[config.mk]
export PLATFORM = sky130hd
export DESIGN_NAME = sro_rx_out
export DESIGN_NICKNAME = d
export VERILOG_FILES = /design/src/hw/sro_pkg.sv /design/src/hw/sro_rx_out.sv
export SDC_FILE = /design/constraint.sdc
export NUM_CORES = 1
export LEC_CHECK = 0
export ABC_AREA = 1
export BUFFER_PORTS_ARGS = -buffer_cell sky130_fd_sc_hd__buf_2
export CORE_ASPECT_RATIO = 1.75
export CORE_MARGIN = 2
export CORE_UTILIZATION = 41
export CTS_CLUSTER_DIAMETER = 40
export CTS_CLUSTER_SIZE = 25
export DETAILED_ROUTE_END_ITERATION = 7
export GPL_TIMING_DRIVEN = 1
export PLACE_DENSITY = 0.67
export SYNTH_ARGS = -nofsm -noshare
export SYNTH_HDL_FRONTEND = slang
export SYNTH_SLANG_ARGS = --single-unit
[constraint.sdc]
create_clock -name core_clk -period 13.4 [get_ports core_clk]
set_input_delay 0 -clock core_clk [delete_from_list [all_inputs] [get_ports core_clk]]
set_output_delay 0 -clock core_clk [all_outputs]
set_load 0.03 [all_outputs]
[src/hw/sro_pkg.sv]
package sro_pkg;
  localparam int BYTE_W     = 8;  // octet width
  localparam int LANE_BYTES = 4;  // octets per lane word
  localparam int LANE_W     = 32; // lane word width
  localparam int F_W        = 8;  // frame size field, octets minus one
  localparam int POS_W      = 10; // octet position arithmetic width
  localparam int MOD_STEPS  = 5;  // subtractions that cover cnt+4 < 5*F
  localparam logic [1:0] SUBCLASS_1 = 2'h1; // deterministic latency mode
  localparam logic [3:0] MARK_ALL   = 4'hF; // every byte starts a frame
  // link start sequence, gray along the usual path
  typedef enum logic [1:0] {
    SRO_WAIT_ALIGN = 2'b00,
    SRO_WAIT_REF   = 2'b01,
    SRO_RUN        = 2'b11
  } sro_state_t;
endpackage : sro_pkg

[src/hw/sro_rx_out.sv]
`timescale 1ns/1ns
`default_nettype none
// Function
// - each lane in own 32-bit output slice
// - earliest octet sits in lowest byte
// - first-byte marker one cycle before data
// - start aligned to byte 0 when multiples
// - last-byte marker, same encoding and timing
// - one error flag per byte, lane ordered
// - error flags one cycle before data
// - no frame store or replay on errors
// - sync request low until comma aligned
// - subclass 1 waits on system reference
// - one marker applies to all lanes
// - stream clock and low reset driven out
// - positional marker, one bit per byte
// - several marker bits for short frames
module sro_rx_out
  import sro_pkg::*;
#(
  parameter int LANES = 4  // serial lanes
) (
  // clock and reset
  input  wire logic                    core_clk,
  input  wire logic                    sys_rst,
  // aligned lane data from the deframer
  input  wire logic [LANE_W*LANES-1:0] lane_word_in,
  input  wire logic                    lane_word_valid,
  input  wire logic [4*LANES-1:0]      lane_byte_err,
  input  wire logic                    comma_aligned,
  // configuration
  input  wire logic [1:0]              subclass_mode,
  input  wire logic [F_W-1:0]          frame_octets_m1,
  input  wire logic [F_W-1:0]          multiframe_octets,
  input  wire logic [F_W-1:0]          rx_buffer_delay,
  // timing reference
  input  wire logic                    sysref_in,
  // stream to user logic
  output logic                         stream_clk,
  output logic                         stream_rst_n,
  output logic [LANE_W*LANES-1:0]      stream_data,
  output logic                         stream_valid,
  output logic [3:0]                   frame_first_byte_marker,
  output logic [3:0]                   frame_last_byte_marker,
  output logic [4*LANES-1:0]           byte_error,
  // to far transmitter
  output logic                         sync_req_n
);

  // reduce v modulo f by bounded subtraction
  function automatic logic [POS_W-1:0] mod_f(input logic [POS_W-1:0] v,
                                             input logic [POS_W-1:0] f);
    logic [POS_W-1:0] r;
    r = v;
    for (int k = 0; k < MOD_STEPS; k++) begin
      if (r >= f) begin
        r = r - f;
      end
    end
    return r;
  endfunction : mod_f

  sro_state_t             state_r;     // link start state
  sro_state_t             state_nxt;
  logic                   first_r;     // next word is first of the run
  logic [POS_W-1:0]       cnt_r;       // frame position of byte 0
  logic [POS_W-1:0]       cnt_nxt;
  logic [POS_W-1:0]       f_len;       // octets per frame
  logic [1:0]             start_pos;   // byte holding first octet
  logic                   take;        // word enters the stream
  logic [3:0]             sof_nxt;
  logic [3:0]             eof_nxt;
  logic [LANE_W*LANES-1:0] word_s1_r;  // first data stage, level with the markers
  logic                   valid_s1_r;
  logic                   sync_r;
  logic                   rst_n_r;

  assign f_len     = POS_W'(frame_octets_m1) + POS_W'(1);
  // first octet offset; zero when both sizes are multiples of four
  assign start_pos = multiframe_octets[1:0] + rx_buffer_delay[1:0];
  assign take      = (state_r == SRO_RUN) && lane_word_valid;

  // the stream clock is the core clock, shared by all lanes
  assign stream_clk   = core_clk;
  assign stream_rst_n = rst_n_r;
  assign sync_req_n   = sync_r;

  // start sequencing
  always_comb begin
    state_nxt = state_r;
    case (state_r)
      SRO_WAIT_ALIGN: begin
        if (comma_aligned) begin
          state_nxt = SRO_WAIT_REF;
        end
      end
      SRO_WAIT_REF: begin
        // subclass 1 may only start on the reference
        if (!comma_aligned) begin
          state_nxt = SRO_WAIT_ALIGN;
        end else if (subclass_mode != SUBCLASS_1 || sysref_in) begin
          state_nxt = SRO_RUN;
        end
      end
      SRO_RUN: begin
        if (!comma_aligned) begin
          state_nxt = SRO_WAIT_ALIGN;
        end
      end
      default: begin
        state_nxt = SRO_WAIT_ALIGN;
      end
    endcase
  end

  // state register
  always_ff @(posedge core_clk) begin
    if (sys_rst) begin
      state_r <= SRO_WAIT_ALIGN;
    end else begin
      state_r <= state_nxt;
    end
  end

  // sync request held low until alignment is reached
  always_ff @(posedge core_clk) begin
    if (sys_rst) begin
      sync_r <= 1'b0;
    end else begin
      sync_r <= comma_aligned;
    end
  end

  // stream reset, released one edge after the core reset
  always_ff @(posedge core_clk) begin
    if (sys_rst) begin
      rst_n_r <= 1'b0;
    end else begin
      rst_n_r <= 1'b1;
    end
  end

  // per byte marker decode, one shared pattern for all lanes
  always_comb begin
    logic [POS_W-1:0] p;
    p       = '0;
    sof_nxt = 4'h0;
    eof_nxt = 4'h0;
    for (int j = 0; j < LANE_BYTES; j++) begin
      if (first_r) begin
        // reduced as well: frames shorter than a word start more than once in it
        // bytes below start_pos wrap here, but the gate below masks them
        p = mod_f(POS_W'(j) - POS_W'(start_pos), f_len);
      end else begin
        p = mod_f(cnt_r + POS_W'(j), f_len);
      end
      // bytes below the first octet carry no frame yet
      if (take && !(first_r && j < int'(start_pos))) begin
        sof_nxt[j] = (p == '0);
        eof_nxt[j] = (p == f_len - POS_W'(1));
      end
    end
  end

  // frame position of the next word
  always_comb begin
    if (first_r) begin
      cnt_nxt = mod_f(POS_W'(LANE_BYTES) - POS_W'(start_pos), f_len);
    end else begin
      cnt_nxt = mod_f(cnt_r + POS_W'(LANE_BYTES), f_len);
    end
  end

  // frame counter
  always_ff @(posedge core_clk) begin
    if (sys_rst || state_r != SRO_RUN) begin
      cnt_r   <= '0;
      first_r <= 1'b1;
    end else if (lane_word_valid) begin
      cnt_r   <= cnt_nxt;
      first_r <= 1'b0;
    end
  end

  // markers and error flags lead the data by one cycle
  always_ff @(posedge core_clk) begin
    if (sys_rst) begin
      frame_first_byte_marker <= 4'h0;
      frame_last_byte_marker  <= 4'h0;
      byte_error              <= '0;
    end else begin
      frame_first_byte_marker <= sof_nxt;
      frame_last_byte_marker  <= eof_nxt;
      byte_error <= take ? lane_byte_err : '0;
    end
  end

  // two data stages; words pass unchanged, nothing kept for replay
  always_ff @(posedge core_clk) begin
    if (sys_rst) begin
      word_s1_r    <= '0;
      valid_s1_r   <= 1'b0;
      stream_data  <= '0;
      stream_valid <= 1'b0;
    end else begin
      word_s1_r    <= lane_word_in;
      valid_s1_r   <= take;
      stream_data  <= word_s1_r;
      stream_valid <= valid_s1_r;
    end
  end
endmodule : sro_rx_out
`default_nettype wire

Word level (Yosys, flattened, before mapping)
Index checks and enable logic that the tools add are counted.
W data, S select, Z words.
{"block": "word_totals", "reg_bits": 297, "inputBits": 175, "output_inout_bits": 156, "wordCells": 271}
{"block": "classes", "addsub": 62, "order_cmp": 53, "eq_ne": 11, "mux": 101, "n_bitwise": 4, "reduce_logical": 22}
{"operator": "$mux W10", "count": 95}
{"operator": "$ge A10 B9 Y1", "count": 50}
{"operator": "$sub A10 B9 Y10", "count": 50}
{"operator": "$eq A10 B10 Y1", "count": 4}
{"operator": "$logic_not A10 Y1", "count": 4}
{"operator": "$add A10 B2 Y10 const B", "count": 2}
{"operator": "$add A10 B1 Y10 const B", "count": 1}
{"operator": "$add A10 B3 Y10 const B", "count": 1}
{"operator": "$sub A9 B1 Y10 const B", "count": 1}
{"operator": "$add A8 B1 Y9 const B", "count": 1}
{"operator": "$mux W2", "count": 4}
{"operator": "$reduce_or A2 Y1", "count": 4}
{"operator": "$logic_and A1 B1 Y1", "count": 7}
{"operator": "$ne A2 B2 Y1 const B", "count": 3}
{"operator": "$pmux W2 S3", "count": 1}
{"operator": "$sub A1 B2 Y3 const A", "count": 2}
{"operator": "$sub A2 B2 Y3 const A", "count": 2}
{"operator": "$lt A1 B2 Y1 const A", "count": 2}
{"operator": "$not A1 Y1", "count": 4}
{"operator": "$sub A3 B2 Y4 const A", "count": 1}
{"operator": "$logic_not A1 Y1", "count": 3}
{"operator": "$ne A3 B3 Y1 const B", "count": 1}
{"operator": "$reduce_and A3 Y1", "count": 1}
{"operator": "$add A2 B2 Y2", "count": 1}
{"operator": "7 further kinds", "count": 8}

Longest topological paths before layout
{"block": "depth", "ltp_word": 18, "mapped_depth": 75}

==> flow_summary.ini <==
[setup_path]
r2r_slack_ns = 1.87
cp-end-kind = flip-flop
critical_path_required_ns = 14.04
cp_num_buf_inv = 10
cp_common_cell = nand2_1
cpPeakStageDelay_ns = 0.71
critical_path_class = reg -> reg
cp_max_fo = 13
timing.rr.end = frame_first_byte_marker[3]$_SDFF_PP0_
cp-start-kind = flip-flop
reg2reg_depth = 61
slowest_stage = dfxtp_1
crit_arrival_ns = 12.17
critPathTopFamily = simple AND/OR/NAND/NOR gates
reg2reg_from = cnt_r[0]$_SDFFE_PP0P_

[worst_hold_path]
holdCritStartpoint = lane_word_in[74]
worstHoldPathType = in -> reg
holdPathEnd = word_s1_r[74]$_SDFF_PP0_
whs_path_depth = 4

[sta]
slew_viol_final = 0
finalCritPeriodShare_pct = 86.0
final-hold-violation-count = 0
rsz0062_at_grt = false
setup-tns-final_ns = 0
max_slew.worst_pin.slew_ns = 0.953
finalSetupViolations = 0
min_period_ns = 11.53
skew_ns = 0.0443
relSlewSlack_pct = 36.5
fmax_mhz = 86.7

[final_layout]
layout_commonest_cell = nand2_1
layoutNonFillerInstCount = 8665
drive_above_1_share_pct = 12.6
fin_nets = 7878
layout_common_cells = nand2_1, inv_1, nand3_1
fill_cells = 10197
num_antenna_cells = 0
areaGrowthSynthToFinish_pct = 13.4

[global_routing]
antenna_found_initial = 3
grt_pass1_vias = 44134
track_usage_pct = 27.4
grt_overflow = 0
grt_max_degree = 100
grt_pass1_wl_um = 226000

[clocking]
clk_pin_slew_ns = 0.09
insertion_delay_ns = 0.71
cts.repair.resized = 0
cts_setup_buffers = 0
cts_tree = done

[placed_design]
globalplace.congestion = 1.07
place_hpwl_um = 115000
port_buffers = 318
place_inst = 8427

[synth]
synth_warnings = 0
syn_area_per_cell_um2 = 5.99
synth_compound_area_share_pct = 10.3
yosys.area_share.simple_pct = 44.4
synth_fa_ha_area_share_pct = 12.1
syn_inst = 6878
synth-seq-area-share_pct = 14.4
synthTopCellsByArea = nand2_1, dfxtp_1, inv_1, ha_1, nand3_1
synth_ff_type = dfxtp_1
synth_nets = 7422
synth_area_um2 = 41200
yosysTopAreaCell = nand2_1
synth_top_area_share_pct = 17.0
synth-xor-area-share_pct = 6.01
synth_edf_count = 0
muxShareOfSynthArea_pct = 0
synth_top_family_by_area = simple AND/OR/NAND/NOR gates
postSynth.asyncResetShare_pct = 0
synth.distinct_cells = 77
ys_seq_elements = 297

[floorplanning]
start_util_pct = 41.4
die_h_um = 423
die_area_um2 = 103000
dieWidth_um = 244
fp-row-count = 153
ios = 331
core_um2 = 99500

[route]
drtIter0Drc = 2403
num_vias = 45301
drc_errors = 0
antenna_left = 0
via_per_inst = 5.23
first_pass_iters = 7
wl_um = 147000
wl_per_cell_um = 17.0

[flow_run]
drv_cap = 0

[run_status]
status = complete, no violations
## cell type report
type | instances | area, um2 | share of cell area [%]
multi-input cells | 5318 | 30000 | 64.2
flip-flops and latches | 297 | 5950 | 12.7
inverters | 1135 | 4280 | 9.16
repair buffers | 554 | 3860 | 8.27
well taps | 1317 | 1650 | 3.53
clock buffers | 29 | 684 | 1.47
clock inverters | 15 | 312 | 0.667
## cell families (layout without fill, tap and decap cells)
kind of cell             Yosys count  in the layout
buffers and inverters           1263           1733
XOR/XNOR                         281            281
AND/OR/NAND/NOR                 3948           3948
adder cells (fa/ha/maj)          369            369
AO/OA/AOI/OAI                    720            720
flip-flops                       297            297
## through the flow
| stage | utilization (%) | area (um2) | setup WS [ns] | hold WS (ns) |
|---|---|---|---|---|
| final | 46.9 | 46700 | 1.87 | 0.0331 |
| after global routing | 46.9 | 46700 | 0.881 | 0.0394 |
| after CTS | 46.9 | 46700 | 1.96 | 0.0110 |
| after detailed placement | 44.0 | 43800 | 2.00 | 0.167 |
| after global placement | 44.0 | 43800 | 2.12 | 0.167 |
| after floorplan | - | 41200 | 3.05 | 0.107 |
## layer usage
layer  track usage [%]  vias up  wire length (um)
li1                  -    22839                 -
met1              25.7    20374             51200
met2              52.1     1494             74000
met3              3.25      590              7410
met4              23.6        4             14600
met5                 0        -                25
## flip-flops by register name (all words and copies together) (netlist names)
| register | flops |
|---|---|
| stream_data | 128 |
| word_s1_r | 128 |
| byte_error | 16 |
| cnt_r | 10 |
| frame_first_byte_marker | 4 |
| frame_last_byte_marker | 4 |
| state_r | 2 |
| first_r | 1 |
| stream_rst_n | 1 |
| stream_valid | 1 |
| sync_req_n | 1 |
| valid_s1_r | 1 |
## tightest hold or removal path, delay by kind of cell
kind | cells | cell delay [ns]
buf+inv | 3 | 0.67
simple gates | 1 | 0.06
## how the worst max path moves through the flow
stage	from	end	slack [ns]	cells after the start
after global routing	cnt_r[1]$_SDFFE_PP0P_	frame_last_byte_marker[3]$_SDFF_PP0_	0.88	69
after floorplan	frame_octets_m1[0]	frame_last_byte_marker[3]$_SDFF_PP0_	3.05	57
after global placement	frame_octets_m1[0]	frame_first_byte_marker[2]$_SDFF_PP0_	2.12	58
after CTS	cnt_r[0]$_SDFFE_PP0P_	frame_last_byte_marker[3]$_SDFF_PP0_	1.96	63
after detailed placement	cnt_r[0]$_SDFFE_PP0P_	frame_last_byte_marker[3]$_SDFF_PP0_	2.00	63
final	cnt_r[0]$_SDFFE_PP0P_	frame_first_byte_marker[3]$_SDFF_PP0_	1.87	61
## synthesized netlist by cell type, drive strengths merged, types with 38 or more instances
master	count
nand3	846
a31oi	50
clkbuf	66
fa	49
xnor2	69
ha	320
nor2	722
buf	62
nand4	122
nor3	68
xor2	212
dfxtp	297
o21ai	313
o21bai	38
inv	1130
nand2	2103
a21oi	219
## timing repair
| action | 4_1_cts | 5_1_grt |
|---|---|---|
| endpoints found under the hold margin | 189 | 0 |
| hold buffers | 195 | 0 |
| setup endpoints to repair | 0 | 0 |
Power is left out: the tool's default activity adds up to more than one toggle a clock period on the data nets, which glitch-free logic cannot reach.
